--- config.mk ---
export PLATFORM = sky130hd
export DESIGN_NAME = pg_delay_ramp_fault_config
export DESIGN_NICKNAME = d
export VERILOG_FILES = /design/src/rtl/pg_cfg_pkg.sv /design/src/rtl/sync2.sv /design/src/rtl/lin_to_ticks.sv /design/src/rtl/pg_delay_ramp_fault_config.sv
export SDC_FILE = /design/constraint.sdc
export NUM_CORES = 1
export LEC_CHECK = 0
export ABC_AREA = 1
export BUFFER_PORTS_ARGS = -buffer_cell sky130_fd_sc_hd__buf_2
export CAP_MARGIN = 15
export CORE_UTILIZATION = 30
export DETAILED_ROUTE_END_ITERATION = 10
export PLACE_DENSITY_LB_ADDON = 0.3
export SETUP_SLACK_MARGIN = 0.4
export SLEW_MARGIN = 10
export SYNTH_ARGS = -nofsm -noshare
export SYNTH_HDL_FRONTEND = slang
export SYNTH_SLANG_ARGS = --single-unit
--- constraint.sdc ---
create_clock -name ref_clk_i -period 18.8 [get_ports ref_clk_i]
set_input_delay 0.94 -clock ref_clk_i [delete_from_list [all_inputs] [get_ports ref_clk_i]]
set_output_delay 0.94 -clock ref_clk_i [all_outputs]
set_load 0.005 [all_outputs]
--- src/rtl/pg_cfg_pkg.sv ---
// Package of offsets, reset values, fields and timing for the power-ok/ramp/fault config block
package pg_cfg_pkg;

  // Command codes of the configuration registers
  localparam logic [7:0] CODE_POWER_OK_DELAY = 8'hD4;
  localparam logic [7:0] CODE_STARTUP_RAMP_GAIN = 8'hD5;
  localparam logic [7:0] CODE_INDUCTANCE_SETTING = 8'hD6;
  localparam logic [7:0] CODE_CAPTURE_FAULT_MASK = 8'hD7;
  localparam logic [7:0] CODE_VOLTAGE_FAULT_CONFIG = 8'hD8;

  // Values after reset
  localparam logic [15:0] RST_POWER_OK_DELAY = 16'hBA00;
  localparam logic [7:0] RST_STARTUP_RAMP_GAIN = 8'h03;
  localparam logic [15:0] RST_INDUCTANCE_SETTING = 16'hB133;
  localparam logic [15:0] RST_CAPTURE_FAULT_MASK = 16'h0000;
  localparam logic [7:0] RST_VOLTAGE_FAULT_CONFIG = 8'h00;

  // Implemented bits; the rest read as zero
  localparam logic [15:0] CFM_USED_BITS = 16'h3CFF;
  localparam logic [7:0] VFC_USED_BITS = 8'h8F;

  // Capture mask bit positions
  localparam int CFM_OUT_OV_BIT = 0;
  localparam int CFM_OUT_UV_BIT = 1;

  // Voltage fault config fields
  localparam int VFC_LOW_SIDE_BIT = 7;
  localparam int VFC_COUNT_LSB = 0;
  localparam int VFC_COUNT_W = 4;

  // Linear-11 fields
  localparam int LIN_EXP_LSB = 11;
  localparam int LIN_EXP_W = 5;
  localparam int LIN_MANT_W = 11;

  // Phases-in-rail field value at and above which multiphase ramp applies
  localparam logic [2:0] PHASES_MULTI_MIN = 3'h3;

  // Fixed factor of the turn-on ramp slope
  localparam logic [3:0] RAMP_SLOPE_FACTOR = 4'hE;

  // Power-ok delay timing
  localparam int PG_TICK_NS = 125;
  localparam int PG_DELAY_MAX_MS = 500;
  localparam int NS_PER_MS = 1000000;
  localparam int PG_TICKS_PER_MS = NS_PER_MS / PG_TICK_NS;
  localparam int PG_DELAY_MAX_TICKS = PG_DELAY_MAX_MS * PG_TICKS_PER_MS;

endpackage : pg_cfg_pkg

--- src/rtl/sync2.sv ---
// Two-flop synchroniser for a vector of independent levels
`timescale 1ns/1ps
module sync2 #(
  parameter int WIDTH = 1
) (
  input wire logic ref_clk_i,
  input wire logic rst_i,
  input wire logic [WIDTH-1:0] async_i,
  output logic [WIDTH-1:0] sync_o
);
  // First stage, read only by the second stage
  logic [WIDTH-1:0] meta_r;

  // One chain per bit
  genvar b;
  generate
    for (b = 0; b < WIDTH; b++) begin : g_bit
      always_ff @(posedge ref_clk_i) begin
        if (rst_i) begin
          meta_r[b] <= 1'b0;
          sync_o[b] <= 1'b0;
        end else begin
          meta_r[b] <= async_i[b];
          sync_o[b] <= meta_r[b];
        end
      end
    end
  endgenerate
endmodule // sync2

--- src/rtl/lin_to_ticks.sv ---
// Converts a Linear-11 millisecond value into a saturated count of 125 ns ticks
`timescale 1ns/1ps
module lin_to_ticks
  import pg_cfg_pkg::*;
#(
  parameter logic [31:0] MAX_TICKS = 32'(PG_DELAY_MAX_TICKS)
) (
  input wire logic [15:0] lin_i,
  output logic [31:0] ticks_o
);
  // Scale factor sized to its use
  localparam logic [12:0] TPM = 13'(PG_TICKS_PER_MS);

  logic signed [LIN_EXP_W-1:0] exp_s; // Signed exponent N
  logic [LIN_MANT_W-1:0] mant; // Signed mantissa Y
  logic [63:0] prod; // Y times ticks per ms
  logic [63:0] shifted; // After the 2^N scaling

  always_comb begin
    exp_s = lin_i[LIN_EXP_LSB +: LIN_EXP_W];
    mant = lin_i[LIN_MANT_W-1:0];
    // Negative delays make no sense; treat them as zero
    if (mant[LIN_MANT_W-1]) begin
      prod = 64'h0;
    end else begin
      // Widen before the product; a 1 ms default needs 22 bits
      prod = 64'(mant[LIN_MANT_W-2:0]) * 64'(TPM);
    end
    if (exp_s < 0) begin
      shifted = prod >> (5'(-exp_s));
    end else begin
      shifted = prod << exp_s;
    end
    // Clip to the longest legal delay
    if (shifted > 64'(MAX_TICKS)) begin
      ticks_o = MAX_TICKS;
    end else begin
      ticks_o = shifted[31:0];
    end
  end
endmodule // lin_to_ticks

--- src/rtl/pg_delay_ramp_fault_config.sv ---
// Power-ok delay, start-up ramp mode, fault capture mask and OV/UV qualification
`timescale 1ns/1ps
module pg_delay_ramp_fault_config
  import pg_cfg_pkg::*;
#(
  parameter int PAGES = 2,
  parameter logic [31:0] PG_DELAY_MAX_TICKS_P = 32'(PG_DELAY_MAX_TICKS)
) (
  input wire logic ref_clk_i,
  input wire logic rst_i,
  input wire logic cmd_wr_i,
  input wire logic cmd_rd_i,
  input wire logic [7:0] cmd_code_i,
  input wire logic [$clog2(PAGES)-1:0] cmd_page_i,
  input wire logic [15:0] cmd_wdata_i,
  input wire logic [2:0] phases_in_rail_i,
  input wire logic pg_push_pull_i,
  input wire logic tick_clk_i,
  input wire logic [PAGES-1:0] above_pg_i,
  input wire logic [PAGES-1:0] ov_viol_i,
  input wire logic [PAGES-1:0] uv_viol_i,
  input wire logic [PAGES-1:0] enable_i,
  input wire logic [PAGES-1:0] pwm_high_i,
  input wire logic [PAGES-1:0] pwm_low_i,
  input wire logic [PAGES-1:0] soft_off_busy_i,
  input wire logic [15:0] fault_i,
  output logic [15:0] cmd_rdata_o,
  output logic cmd_rvalid_o,
  output logic cmd_nack_o,
  output logic [PAGES-1:0] output_ok_pin_o,
  output logic [PAGES-1:0] output_ok_pin_oe_o,
  output logic [PAGES-1:0] fast_loop_control_en_o,
  output logic multiphase_mode_o,
  output logic turnoff_fall_time_use_o,
  output logic [7:0] ramp_gain_o,
  output logic [11:0] ramp_slope_o,
  output logic [PAGES*16-1:0] inductance_o,
  output logic [PAGES-1:0] high_side_drive_o,
  output logic [PAGES-1:0] high_side_drive_oe_o,
  output logic [PAGES-1:0] low_side_drive_o,
  output logic [PAGES-1:0] ov_fault_o,
  output logic [PAGES-1:0] uv_fault_o,
  output logic capture_trigger_o
);

  // Width of the synchronised bundle: tick clock plus three per page
  localparam int SYNC_W = 1 + 3 * PAGES;

  // Global registers
  logic [7:0] ramp_gain_r; // Start-up ramp gain
  logic [15:0] cfm_r; // Capture fault mask

  // Paged registers
  logic [15:0] pgd_r [PAGES]; // Power-ok delay
  logic [15:0] ind_r [PAGES]; // Inductance setting
  logic [7:0] vfc_r [PAGES]; // Voltage fault config

  // Synchronised link-side levels
  logic [SYNC_W-1:0] sync_in;
  logic [SYNC_W-1:0] sync_out;
  logic tick_s; // Tick clock after two flops
  logic tick_d_r; // Previous tick level, edge finder
  logic tick_rise; // One cycle per 125 ns step
  logic [PAGES-1:0] above_s; // Output above threshold
  logic [PAGES-1:0] ov_s; // Overvoltage sample
  logic [PAGES-1:0] uv_s; // Undervoltage sample

  // Mode
  logic mp_mode; // Multiphase ramp mode

  // Per-page status
  logic [PAGES-1:0] good_r; // Power-ok after the delay
  logic [PAGES-1:0] ramp_done_r; // Start-up ramp has reached power-ok

  // Fault capture
  logic [15:0] fault_now; // External faults merged with own OV/UV
  logic [15:0] fault_d_r; // Previous fault levels
  logic [15:0] fault_new; // Unmasked rising faults

  // Bring link-side levels into the clock domain
  assign sync_in = {uv_viol_i, ov_viol_i, above_pg_i, tick_clk_i};

  sync2 #(
    .WIDTH(SYNC_W)
  ) u_sync (
    .ref_clk_i(ref_clk_i),
    .rst_i(rst_i),
    .async_i(sync_in),
    .sync_o(sync_out)
  );

  assign tick_s = sync_out[0];
  assign above_s = sync_out[PAGES:1];
  assign ov_s = sync_out[2*PAGES:PAGES+1];
  assign uv_s = sync_out[3*PAGES:2*PAGES+1];

  // Tick edge finder on the synchronised level
  always_ff @(posedge ref_clk_i) begin
    if (rst_i) begin
      tick_d_r <= 1'b0;
    end else begin
      tick_d_r <= tick_s;
    end
  end

  assign tick_rise = tick_s & ~tick_d_r;

  // three or more phases means multiphase ramp
  assign mp_mode = (phases_in_rail_i >= PHASES_MULTI_MIN);

  // Global registers written over the command port
  always_ff @(posedge ref_clk_i) begin
    if (rst_i) begin
      ramp_gain_r <= RST_STARTUP_RAMP_GAIN;
      cfm_r <= RST_CAPTURE_FAULT_MASK;
    end else if (cmd_wr_i) begin
      // gain is one setting for all pages
      if (cmd_code_i == CODE_STARTUP_RAMP_GAIN) begin
        ramp_gain_r <= cmd_wdata_i[7:0];
      end
      if (cmd_code_i == CODE_CAPTURE_FAULT_MASK) begin
        cfm_r <= cmd_wdata_i & CFM_USED_BITS;
      end
    end
  end

  // Per-page logic
  genvar p;
  generate
    for (p = 0; p < PAGES; p++) begin : g_page
      logic wr_here; // Write aimed at this page
      logic [31:0] delay_ticks; // Programmed delay in ticks
      logic [31:0] cnt_r; // Elapsed delay ticks
      logic [VFC_COUNT_W-1:0] ov_cnt_r; // Consecutive OV violations
      logic [VFC_COUNT_W-1:0] uv_cnt_r; // Consecutive UV violations
      logic [VFC_COUNT_W-1:0] need; // N from the config

      assign wr_here = cmd_wr_i && (cmd_page_i == ($clog2(PAGES))'(p));
      assign need = vfc_r[p][VFC_COUNT_LSB +: VFC_COUNT_W];

      // Linear-11 milliseconds to 125 ns ticks
      lin_to_ticks #(
        .MAX_TICKS(PG_DELAY_MAX_TICKS_P)
      ) u_conv (
        .lin_i(pgd_r[p]),
        .ticks_o(delay_ticks)
      );

      // paged registers, one copy per page
      always_ff @(posedge ref_clk_i) begin
        if (rst_i) begin
          pgd_r[p] <= RST_POWER_OK_DELAY;
          ind_r[p] <= RST_INDUCTANCE_SETTING;
          vfc_r[p] <= RST_VOLTAGE_FAULT_CONFIG;
        end else if (wr_here) begin
          if (cmd_code_i == CODE_POWER_OK_DELAY) begin
            pgd_r[p] <= cmd_wdata_i;
          end
          if (cmd_code_i == CODE_INDUCTANCE_SETTING) begin
            ind_r[p] <= cmd_wdata_i;
          end
          // bits 6:4 unused, kept at zero
          if (cmd_code_i == CODE_VOLTAGE_FAULT_CONFIG) begin
            vfc_r[p] <= cmd_wdata_i[7:0] & VFC_USED_BITS;
          end
        end
      end

      // Inductance is handed to the adaptive loop unchanged
      always_ff @(posedge ref_clk_i) begin
        if (rst_i) begin
          inductance_o[p*16 +: 16] <= RST_INDUCTANCE_SETTING;
        end else begin
          inductance_o[p*16 +: 16] <= ind_r[p];
        end
      end

      // Power-ok delay timer
      always_ff @(posedge ref_clk_i) begin
        if (rst_i) begin
          cnt_r <= 32'h0;
          good_r[p] <= 1'b0;
        end else if (!above_s[p] || !enable_i[p]) begin
          // drop below threshold restarts the delay
          cnt_r <= 32'h0;
          good_r[p] <= 1'b0;
        end else if (tick_rise && !good_r[p]) begin
          // assert only once the delay has run out
          if (cnt_r >= delay_ticks) begin
            good_r[p] <= 1'b1;
          end else begin
            cnt_r <= cnt_r + 32'h1;
          end
        end
      end

      // Pin driver; glitch-free since both come from flops
      always_ff @(posedge ref_clk_i) begin
        if (rst_i) begin
          output_ok_pin_o[p] <= 1'b0;
          output_ok_pin_oe_o[p] <= 1'b1;
        end else if (pg_push_pull_i) begin
          output_ok_pin_o[p] <= good_r[p];
          output_ok_pin_oe_o[p] <= 1'b1;
        end else begin
          // open-drain pulls low only when not good
          output_ok_pin_o[p] <= 1'b0;
          output_ok_pin_oe_o[p] <= ~good_r[p];
        end
      end

      // Start-up ramp tracker for the fast loop
      always_ff @(posedge ref_clk_i) begin
        if (rst_i) begin
          ramp_done_r[p] <= 1'b0;
        end else if (!enable_i[p]) begin
          // Next turn-on is a fresh ramp
          ramp_done_r[p] <= 1'b0;
        end else if (good_r[p]) begin
          ramp_done_r[p] <= 1'b1;
        end
      end

      // Fast loop enable
      always_ff @(posedge ref_clk_i) begin
        if (rst_i) begin
          fast_loop_control_en_o[p] <= 1'b1;
        end else if (!mp_mode) begin
          // standalone keeps the fast loop on
          fast_loop_control_en_o[p] <= 1'b1;
        end else begin
          fast_loop_control_en_o[p] <= ramp_done_r[p];
        end
      end

      // Consecutive violation counters, sampled once per tick
      always_ff @(posedge ref_clk_i) begin
        if (rst_i) begin
          ov_cnt_r <= '0;
          ov_fault_o[p] <= 1'b0;
        end else if (tick_rise) begin
          if (!ov_s[p]) begin
            ov_cnt_r <= '0;
          end else if (ov_cnt_r == need) begin
            ov_fault_o[p] <= 1'b1;
          end else begin
            ov_cnt_r <= ov_cnt_r + 1'b1;
          end
        end else if (!enable_i[p]) begin
          // Fault clears on restart; a tick in the same cycle wins
          ov_fault_o[p] <= 1'b0;
        end
      end

      always_ff @(posedge ref_clk_i) begin
        if (rst_i) begin
          uv_cnt_r <= '0;
          uv_fault_o[p] <= 1'b0;
        end else if (tick_rise) begin
          if (!uv_s[p]) begin
            uv_cnt_r <= '0;
          end else if (uv_cnt_r == need) begin
            uv_fault_o[p] <= 1'b1;
          end else begin
            uv_cnt_r <= uv_cnt_r + 1'b1;
          end
        end else if (!enable_i[p]) begin
          uv_fault_o[p] <= 1'b0;
        end
      end

      // Power stage drive states
      always_ff @(posedge ref_clk_i) begin
        if (rst_i) begin
          high_side_drive_o[p] <= 1'b0;
          high_side_drive_oe_o[p] <= 1'b0;
          low_side_drive_o[p] <= 1'b0;
        end else if (ov_fault_o[p]) begin
          // OV shutdown low side from bit seven
          high_side_drive_o[p] <= 1'b0;
          high_side_drive_oe_o[p] <= 1'b0;
          low_side_drive_o[p] <= vfc_r[p][VFC_LOW_SIDE_BIT];
        end else if (enable_i[p]) begin
          // Normal switching
          high_side_drive_o[p] <= pwm_high_i[p];
          high_side_drive_oe_o[p] <= 1'b1;
          low_side_drive_o[p] <= pwm_low_i[p];
        end else if (!mp_mode && soft_off_busy_i[p]) begin
          high_side_drive_o[p] <= pwm_high_i[p];
          high_side_drive_oe_o[p] <= 1'b1;
          low_side_drive_o[p] <= pwm_low_i[p];
        end else begin
          // high side tri-state, low side low
          high_side_drive_o[p] <= 1'b0;
          high_side_drive_oe_o[p] <= 1'b0;
          low_side_drive_o[p] <= 1'b0;
        end
      end
    end
  endgenerate

  // Mode outputs for the ramp generator
  always_ff @(posedge ref_clk_i) begin
    if (rst_i) begin
      multiphase_mode_o <= 1'b0;
      turnoff_fall_time_use_o <= 1'b1;
    end else begin
      multiphase_mode_o <= mp_mode;
      // fall time ignored in multiphase mode
      turnoff_fall_time_use_o <= ~mp_mode;
    end
  end

  // Ramp slope; the ramp generator multiplies by Vin and fsw
  always_ff @(posedge ref_clk_i) begin
    if (rst_i) begin
      ramp_gain_o <= RST_STARTUP_RAMP_GAIN;
      ramp_slope_o <= 12'(RST_STARTUP_RAMP_GAIN) * 12'(RAMP_SLOPE_FACTOR);
    end else begin
      ramp_gain_o <= ramp_gain_r;
      // slope is 14 times gain, smaller gain slower
      // Widened first, a byte product would wrap above gain 18
      ramp_slope_o <= 12'(ramp_gain_r) * 12'(RAMP_SLOPE_FACTOR);
    end
  end

  // Merge own OV/UV faults into the external fault vector
  always_comb begin
    fault_now = fault_i & CFM_USED_BITS;
    fault_now[CFM_OUT_OV_BIT] = fault_i[CFM_OUT_OV_BIT] | (|ov_fault_o);
    fault_now[CFM_OUT_UV_BIT] = fault_i[CFM_OUT_UV_BIT] | (|uv_fault_o);
  end

  // each bit names one fault, masked individually
  assign fault_new = fault_now & ~fault_d_r & ~cfm_r;

  // Capture trigger fires once per cycle in which any unmasked fault rises
  always_ff @(posedge ref_clk_i) begin
    if (rst_i) begin
      fault_d_r <= 16'h0000;
      capture_trigger_o <= 1'b0;
    end else begin
      fault_d_r <= fault_now;
      capture_trigger_o <= |fault_new;
    end
  end

  // Read back and refusal of unknown codes
  always_ff @(posedge ref_clk_i) begin
    if (rst_i) begin
      cmd_rdata_o <= 16'h0000;
      cmd_rvalid_o <= 1'b0;
      cmd_nack_o <= 1'b0;
    end else begin
      cmd_rvalid_o <= 1'b0;
      cmd_nack_o <= 1'b0;
      if (cmd_rd_i) begin
        cmd_rvalid_o <= 1'b1;
        case (cmd_code_i)
          CODE_POWER_OK_DELAY: cmd_rdata_o <= pgd_r[cmd_page_i];
          CODE_STARTUP_RAMP_GAIN: cmd_rdata_o <= {8'h00, ramp_gain_r};
          CODE_INDUCTANCE_SETTING: cmd_rdata_o <= ind_r[cmd_page_i];
          CODE_CAPTURE_FAULT_MASK: cmd_rdata_o <= cfm_r;
          CODE_VOLTAGE_FAULT_CONFIG: cmd_rdata_o <= {8'h00, vfc_r[cmd_page_i]};
          default: begin
            // Not ours: answer zero and refuse
            cmd_rdata_o <= 16'h0000;
            cmd_rvalid_o <= 1'b0;
            cmd_nack_o <= 1'b1;
          end
        endcase
      end else if (cmd_wr_i) begin
        // Writes to unknown codes are refused too
        if (cmd_code_i < CODE_POWER_OK_DELAY || cmd_code_i > CODE_VOLTAGE_FAULT_CONFIG) begin
          cmd_nack_o <= 1'b1;
        end
      end
    end
  end

endmodule // pg_delay_ramp_fault_config

Yosys cells after proc, flatten, opt, wreduce, memory -nomap -nowiden:

Memories as Yosys holds them, arrays and structs flattened. A register that Yosys moved wholly into a read port is not among the register bits.
Cells that the tools add are included.

* register bits after elaboration: 192
* bits in writable memories: 74
* input bits: 64
* memories kept: 3

Memories
* ind_r: depth 2, bits a word 16, rd ports 3, clocked after memory_dff 2, wr ports 2, RTL line pg_delay_ramp_fault_config.sv:55 `logic [15:0] ind_r [PAGES];`
* pgd_r: depth 2, bits a word 16, rd ports 3, clocked after memory_dff 0, wr ports 2, RTL line pg_delay_ramp_fault_config.sv:54 `logic [15:0] pgd_r [PAGES];`
* vfc_r: depth 2, bits a word 5, rd ports 3, clocked after memory_dff 0, wr ports 2, RTL line pg_delay_ramp_fault_config.sv:56 `logic [7:0] vfc_r [PAGES];`

* $add $sub $neg: 8
* multiply operators: 3
* order comparisons: 9
* eq/ne operators: 23
* shifts and indexed selects: 4
* mux-type cells: 77
* bitwise operators: 24
* reductions and logical operators: 44

Operator list (number)
* 64-bit by 22-bit > comparator with 1-bit output (second input constant): 2
* 64-bit 2-to-1 mux: 2
* 23-bit by 5-bit << shifter with 64-bit output: 2
* 23-bit by 5-bit right shift with 64-bit output: 2
* 16-bit case mux with 5 select lines: 1
* 32-bit by 1-bit adder with 32-bit output (second input constant): 2
* 32-bit greater-or-equal comparator: 2
* 16-bit 2-to-1 mux: 4
* 32-bit 2-to-1 mux: 2
* 1-bit 2-to-1 mux: 56
* 23-bit 2-to-1 mux: 2
* 8-bit equality test (second input constant): 5
* 10-bit by 7-bit multiplier with 17-bit output (second input constant): 2
* 4-bit 2-to-1 mux: 8
* 2-bit OR reduction: 12
* 2-bit by 1-bit inequality test with 1-bit output (second input constant): 10
* 2-bit AND reduction: 10
* 4-bit by 1-bit adder with 4-bit output (second input constant): 4
* 14-bit by 16-bit AND with 16-bit output: 1
* 16-bit AND: 1
* 4-bit equality test: 4
* 14-bit NOT with 16-bit output: 1
* 16-bit NOT: 1
* 16-bit OR reduction: 1
* 16 further kinds: 55

Logic depth before layout (Yosys ltp):

Gate-level depths: netlist of run 1.
An unclocked memory read counts as a cell.

* word-level depth: 10
* gate-level depth with buffers: 47

By module:

Synthesis of run 1 repeated with hierarchy kept, for this count alone.

* cells, all modules: 3660
* area total of the unflattened synthesis: 24727.5 µm²

Modules (own cells, without submodules)
* pg_delay_ramp_fault_config: instances 1, cells each 1914, area each 14667.8 µm²
* lin_to_ticks at g_page[1].u_conv: instances 1, cells each 851, area each 4889.7 µm²
* lin_to_ticks at g_page[0].u_conv: instances 1, cells each 852, area each 4773.3 µm²
* sync2: instances 1, cells each 43, area each 396.6 µm²

Least setup slack after synthesis of run 1:

No wires, ideal clock.

* path type: reg2reg
* from: memory pgd_r[1][5]
* to: register g_page[1].cnt_r[27]
* setup time: 115 ps
* arrival: 6665 ps
* setup slack: 12020 ps
* stages on the path, launching flop included: 43
* clock period less this slack: 6780 ps
* path through: edfxtp_1 inv_1 fa_1 fa_1 fa_1 fa_1 inv_1 ha_1 nand2_1 nand2_1 nand2_1 nand2_1 a21oi_1 nand2_1 nand2_1 nand4_2 nand2_2 nand2_1 (+7 left out) nand2_2 nand2_4 nand2_1 ha_1 a21oi_1 nor2_1 nor2_1 nand3_1 a211o_1 a21boi_0 nand4_1 inv_1 nand4_1 nor2_1 nand2_1 nand2_1 inv_1 o21a_1

RTL lines
* start, declared: RTL line pg_delay_ramp_fault_config.sv:54
* end signal, assigned: RTL line pg_delay_ramp_fault_config.sv:192 `cnt_r <= cnt_r + 32'h1;`
* end, declared: RTL line pg_delay_ramp_fault_config.sv:133 `logic [31:0] cnt_r;`

==> run metrics, run 1 <==
run status=finished clean; Post-synth EDFFs=74; Min Clock Period, post-route=~8.5 ns; Worst setup SP type=flip-flop; leak pwr=~12 nW; estimated wirelength of the detail-placed design=53500 microns; Max Cap Viol=0; Critical-path top delay cell=fa_1; worst r2r src=pgd_r[1][1]$_SDFFCE_PN0P_; # diodes=0; Crit. End Element=flip-flop; routed len/inst=15.4 microns; asr flop ratio synth=0%; Die Ht=277 microns; Worst R2R Path Depth=44; TNS Setup=0 ns; Largest delay share family, worst path=simple AND/OR/NAND/NOR gates; clk_skew=roughly 0.026 ns; final WL=just under 70000 microns; top-area cell type share of the netlist area=19.2%; Avg Cell Area, Syn=between 6 and 7 sq um; #FFs+latches synth=292; Clk pwr share=28.2%; Bufs on Longest Clock Path=3; vias in the first global route=20400; Max stage delay on crit path=0.59 ns; hold buffers post-CTS=0; Post-Synthesis Cells=3331; GRT Total Usage=17.6%; WS Path Type=flip-flop to flip-flop; critical path arrival=about 9.0 ns; Tcrit/Tclk final=about 45%; Via Count=around 22000; Slew Limit Headroom=26.7%; Sink Count=292; power density cells=91.6 nW/um^2; Synth top cells by count=nand2_1, inv_1, nand3_1; initial antenna violation count=1; setup bufs post-CTS=0; Placed Area=24400 sq um; cell count along the critical path=44; cell mode on critical path=nand2_1; total CTS buffers=35; PortBufs=147; Synth area leaders=dfxtp_1, nand2_1, edfxtp_1; CTS resizes=0; Site Rows=100; Req. time, crit path=19.24 ns; largest net degree at the start of global routing=73; CP Max Fanout=26; RSZ-0062 raised after global routing=false; Synth Flop Type=dfxtp_1; Power Total=0.00234 W; Switching Share=41.4%; Pre-antenna DRT Iters=8; Max Clock Freq=117 MHz; Worst-Skew Late Latency=0.57 ns; Root Buffer=clkbuf_16; CP Capture Point=g_page[1].cnt_r[27]$_SDFFE_PP0P_; Min-Delay Path Class=flip-flop to flip-flop; # setup viols final=0; Max Slew Vio Count=0; Cell Area, Synth=approximately 23000 sq um; FF-to-FF setup slack=roughly 10 ns; crit path launch=pgd_r[1][1]$_SDFFCE_PN0P_; global-route wire length before repair=about 110000 microns; Core ar.=~75000 sq um; die area=around 77000 sq um; DRC viols=0; Gate power share=42.7%; register share of total power=between 20% and 30%; Area Growth Syn to Fin=12.5%; P_sw=just under 0.001 W; fin nets=3744; measured slew at the worst slew-check pin=1.10 ns; area leader, netlist=dfxtp_1; Initial DRC Count=1626; final hold vios=0; Via density=4.88; chip width=277 microns; DRT antenna net count=0; top-count cell post-synth=nand2_1; Seq/Total Area, Yosys=29.0%; Initial Util=a little under a third; Fin Hold WS=~0.4 ns; Worst-path clk slew=0.06 ns; Unique masters post-synth=60; CTS tree=done; routability cong.=0.921; worst vdd ir=around 0.056 mV; Syn. warnings=0; CTS HTree Levels=2; grt ovf=0; fin area=25500 sq um; io pins=153; Buf/Inv on CP=6; worst reg2reg path endpoint=g_page[1].cnt_r[27]$_SDFFE_PP0P_; share of cells above drive strength 1=8.67%; internal cell power=0.00137 W
final cells by class:
cell class / count / area [sq um]
fillers: 8135 / 49200
well taps: 969 / 1210
inverters: 463 / 1740
multi-input cells: 2486 / 14000
flip-flops and latches: 292 / 6590
clock inverters: 10 / 93.8
clock buffers: 52 / 1010
repair buffers: 170 / 911
worst min path at each step:
stage	from	endpoint	slack, ns	cells past startpoint
6_report	u_sync.meta_r[3]$_SDFF_PP0_	u_sync.sync_o[3]$_SDFF_PP0_	0.39	2
2_1_floorplan	good_r[0]$_SDFFE_PP0P_	output_ok_pin_oe_o[0]$_SDFF_PP1_	0.36	1
3_5_place_dp	good_r[0]$_SDFFE_PP0P_	output_ok_pin_oe_o[0]$_SDFF_PP1_	0.37	1
4_1_cts	good_r[0]$_SDFFE_PP0P_	output_ok_pin_oe_o[0]$_SDFF_PP1_	0.40	1
3_3_place_gp	good_r[0]$_SDFFE_PP0P_	output_ok_pin_oe_o[0]$_SDFF_PP1_	0.38	1
5_1_grt	good_r[0]$_SDFFE_PP0P_	output_ok_pin_oe_o[0]$_SDFF_PP1_	0.41	1
routing by layer:
metal  global-route usage (%)  wire [microns]  up-vias  part of all wire, %
li1                         -               -    11100                    -
met1                     24.5           32100     9890                   47
met2                     28.5           30700      608                   45
met3                     2.51            4070       79                  6.0
met4                     4.29            1300        2                  1.9
met5                        0               8        -                0.012
state kept, by name, indices dropped and copies added (netlist names), 8 cells and up:
signal / count
g_page.ov_cnt_r: 8
ind_r: 32
vfc_r: 10
pgd_r: 32
ramp_slope_o: 10
ramp_gain_r: 8
ramp_gain_o: 8
g_page.cnt_r: 64
g_page.uv_cnt_r: 8
fault_d_r: 12
cmd_rdata_o: 16
cfm_r: 12
inductance_o: 32
cell families (layout without fill, tap and decap cells):
logic type      count (synthesis)  after routing  share of synthesized area, %
compound gates                433            433                          10.4
xor+xnor                       59             59                          2.39
fa+ha+maj                     232            232                          15.0
buf+inv                       572            695                          9.74
flops                         292            292                          29.0
mux                             1              1                        0.0441
other cells                     2             21                        0.0331
simple gates                 1740           1740                          33.4
stage by stage:
stage / util (%) / std cells / setup WS (ns)
3_3_place_gp: 32.7 / 4380 / 10.35
3_5_place_dp: 32.7 / 4380 / 10.36
4_1_cts: 34.2 / 4442 / 10.32
6_report: 34.2 / 4442 / 10.29
2_1_floorplan: - / 3350 / 12.02
5_1_grt: 34.2 / 4442 / 9.55
power groups by stage:
stage,clock [W],sequential (W),combinational [W]
final,0.000659,0.000679,0.000999
after global routing,0.000697,0.000681,0.00115
after CTS,0.000677,0.000679,0.000998
after detailed placement,0,0.000693,0.000993
after global placement,0,0.000693,0.000985
after floorplan,0,0.000683,0.000765
cells in the final DEF (no fill, tap or decap), drive strengths merged, types with 24 or more instances in the layout:
cell and instances:
or2 24, nor3 80, clkbuf 52, dfxtp 218, edfxtp 74, nand3 345, o21ai 153, nand4 67
buf 170, nor2 313, ha 166, xor2 37, nand2 870, inv 459, fa 66, a21oi 209
worst register-to-register path, delay by kind of cell (launching register included):
family,cells,cell delay [ns]
AND/OR/NAND/NOR,26,3.03
adder cells (fa/ha/maj),6,2.71
buffers and inverters,6,1.06
flip-flops,1,0.52
AO/OA/AOI/OAI,6,1.06
(Power assumes the default switching activity.)
==> run 2: changes to the inputs <==
--- a/config.mk
+++ b/config.mk
@@ -5,7 +5,7 @@
 export SDC_FILE = /design/constraint.sdc
 export NUM_CORES = 1
 export LEC_CHECK = 0
-export ABC_AREA = 1
+export ABC_AREA = 0
 export BUFFER_PORTS_ARGS = -buffer_cell sky130_fd_sc_hd__buf_2
 export CAP_MARGIN = 15
 export CORE_UTILIZATION = 30
==> constraint.sdc (replaced) <==
create_clock -name ref_clk_i -period 8.9 [get_ports ref_clk_i]
set_input_delay 0.445 -clock ref_clk_i [delete_from_list [all_inputs] [get_ports ref_clk_i]]
set_output_delay 0.445 -clock ref_clk_i [all_outputs]
set_load 0.005 [all_outputs]
==> run 2 against run 1 <==
  * Synthesized cell count shrank 18%
  * Wire length is 10% higher
  * Sequential power grew 110%
  * Critical path depth down 7
  * Critical path type unchanged
  * Cell area up 9.4%
  * Global-route usage increased by 1.3 points
==> run metrics, run 2 <==
largest net degree at the start of global routing=between 70 and 80; cell mode on critical path=buf_4; Core ar.=74600 sq um; worst vdd ir=0.182 mV; Worst R2R Path Depth=37; GRT Total Usage=18.9%; area leader, netlist=dfxtp_1; worst reg2reg path endpoint=g_page[1].cnt_r[12]$_SDFFE_PP0P_; Syn. warnings=0; Max Cap Viol=0; Hold Path Stages=2; Root Buffer=clkbuf_16; # setup viols final=0; CTS HTree Levels=2; PortBufs=147; Max Slew Vio Count=0; global-route wire length before repair=116000 microns; number of flip-flops in the largest register=64; WS Path Type=flip-flop to flip-flop; grt ovf=0; leak pwr=between 10 and 15 nW; Pre-antenna DRT Iters=6; Sink Count=292; Crit. End Element=flip-flop; io pins=153; clk_skew=between 0.02 and 0.025 ns; Fin Hold WS=0.0884 ns; estimated wirelength of the detail-placed design=around 56000 microns; share of cells above drive strength 1=21.6%; Die Ht=between 200 and 300 microns; CP Max Fanout=7; die area=76500 sq um; top-area cell type share of the netlist area=19.3%; Tcrit/Tclk final=93.3%; Worst setup SP type=flip-flop; Max stage delay on crit path=0.55 ns; Via Count=21300; Min-Delay Path Class=primary input to flip-flop; routed len/inst=18.9 microns; Post-Synthesis Cells=2716; DRC viols=0; Min Clock Period, post-route=8.31 ns; Critical-path top delay cell=or4b_4; Synth top cells by count=nor2_1, nand2_1, dfxtp_1; most frequent cells in the layout=nor2_1, nand2_1, dfxtp_1; asr flop ratio synth=0%; register name with the most flops=g_page.cnt_r; area of the multi-input gates=16000 sq um; Max Used Layer=met5; top-count cell post-synth=nor2_1; Avg Cell Area, Syn=about 8.3 sq um; fin nets=3268; Max Clock Freq=120 MHz; RSZ-0062 raised after global routing=true; Initial Util=approximately 30%; Worst-path clk slew=~0.060 ns; worst r2r src=pgd_r[1][2]$_SDFFCE_PN0P_; Site Rows=100; CTS tree=done; Initial DRC Count=1925; Unique masters post-synth=103; register area=6590 sq um; M1 WL=34100 microns; Seq/Total Area, Yosys=29.1%; Area Growth Syn to Fin=23.4%; Req. time, crit path=a little over 9 ns; total CTS buffers=36; critical path arrival=8.76 ns; final hold vios=0; Synth Flop Type=dfxtp_1; Post-synth EDFFs=74; power density cells=271 nW/um^2; Slew Limit Headroom=29.4%; final WL=75200 microns; met2 WL=33100 microns; # fillers=7698; chip width=277 microns; most common cell after layout, fill and taps aside=nor2_1; Bufs on Longest Clock Path=3; FF-to-FF setup slack=0.59 ns; met3 routed WL=between 5000 and 6000 microns; Worst-Skew Late Latency=0.58 ns; Via density=around 5.4; Cell Area, Synth=22600 sq um; DRT antenna net count=0; measured slew at the worst slew-check pin=1.06 ns; routability cong.=between 0.9 and 1; TNS Setup=0 ns; initial antenna violation count=4; hold endpoint=high_side_drive_o[1]$_SDFF_PP0_; run status=finished clean; #FFs+latches synth=292; Hold Startpoint=pwm_high_i[1]; Synth area leaders=dfxtp_1, edfxtp_1, ha_1; vias in the first global route=around 20000
run 2: cell count changes in the layout (fill, tap and decap cells not counted), moves of 52 or more:
cell / change
buf_4: +168
nand3_1: -285
inv_1: -316
mux2i_1: +52
nor2b_1: +65
nand2b_1: +58
nand2_1: -624
a21o_1: +52
o21ai_0: -57
run 2: power by group:
part	total, W	switching [W]	internal (W)
clock	0.00156	0.000653	0.000906
combinational	0.00458	0.00258	0.00200
sequential	0.00142	0.0000267	0.00140
run 2: metrics by stage:
step / area [sq um] / utilization, % / worst slack, ns / power (W) / std cells
after floorplan: 22700 / - / 0.392 / 0.00382 / 2735
after global placement: 25200 / 33.8 / 0.218 / 0.00505 / 3847
after detailed placement: 25200 / 33.8 / 0.160 / 0.00505 / 3847
after CTS: 26600 / 35.6 / 0.401 / 0.00670 / 3917
after global routing: 27900 / 37.4 / 0.291 / 0.00800 / 3969
final: 27900 / 37.4 / 0.593 / 0.00756 / 3970
run 2: repair_timing:
item / in CTS / in global routing
endpoints found under the setup margin: 52 / 66
pin swaps: 2 / 101
gates resized for setup: 25 / 205
hold buffers: 0 / 0
gates cloned: 1 / 0
setup buffers: 3 / 51
run 2: cells by family after synthesis:
logic type	after synthesis	share of synthesized area (%)
fa+ha+maj	232	15.0
xor+xnor	98	3.79
flops	292	29.1
compound gates	675	20.4
buf+inv	301	5.10
other cells	2	0.0332
mux	72	3.48
simple gates	1044	23.1
run 2: critical path: cells and delay by family, from the launching register on:
family                   cells  cell delay (ns)
AO/OA/AOI/OAI               10             2.19
XOR/XNOR                     2             0.29
adder cells (fa/ha/maj)      6             2.10
buffers and inverters       10             1.37
flip-flops                   1             0.40
AND/OR/NAND/NOR              9             1.83
run 2: layer usage:
metal	vias to the layer above	track usage (%)
li1	10300	-
met1	10100	25.9
met2	777	29.5
met3	140	4.35
met4	4	5.31
met5	-	0
run 2: area by class of cell:
class | count | area share, %
repair buffers | 350 | 8.28
clock inverters | 14 | 0.717
diodes | 1 | 0.00896
flip-flops and latches | 292 | 23.6
inverters | 150 | 2.03
clock buffers | 52 | 3.81
multi-input cells | 2142 | 57.2
well taps | 969 | 4.34
run 2: worst max path at each step:
stage	start	end	slack, ns	cells past startpoint
final	pgd_r[1][2]$_SDFFCE_PN0P_	g_page[1].cnt_r[12]$_SDFFE_PP0P_	0.59	37
after global routing	pgd_r[1][1]$_SDFFCE_PN0P_	g_page[1].cnt_r[6]$_SDFFE_PP0P_	0.29	36
after CTS	pgd_r[1][2]$_SDFFCE_PN0P_	g_page[1].cnt_r[12]$_SDFFE_PP0P_	0.40	34
after detailed placement	pgd_r[0][4]$_SDFFCE_PN0P_	g_page[0].cnt_r[18]$_SDFFE_PP0P_	0.16	32
after global placement	pgd_r[0][4]$_SDFFCE_PN0P_	g_page[0].cnt_r[12]$_SDFFE_PP0P_	0.22	34
after floorplan	pgd_r[1][3]$_SDFFCE_PN0P_	g_page[1].cnt_r[29]$_SDFFE_PP0P_	0.39	34
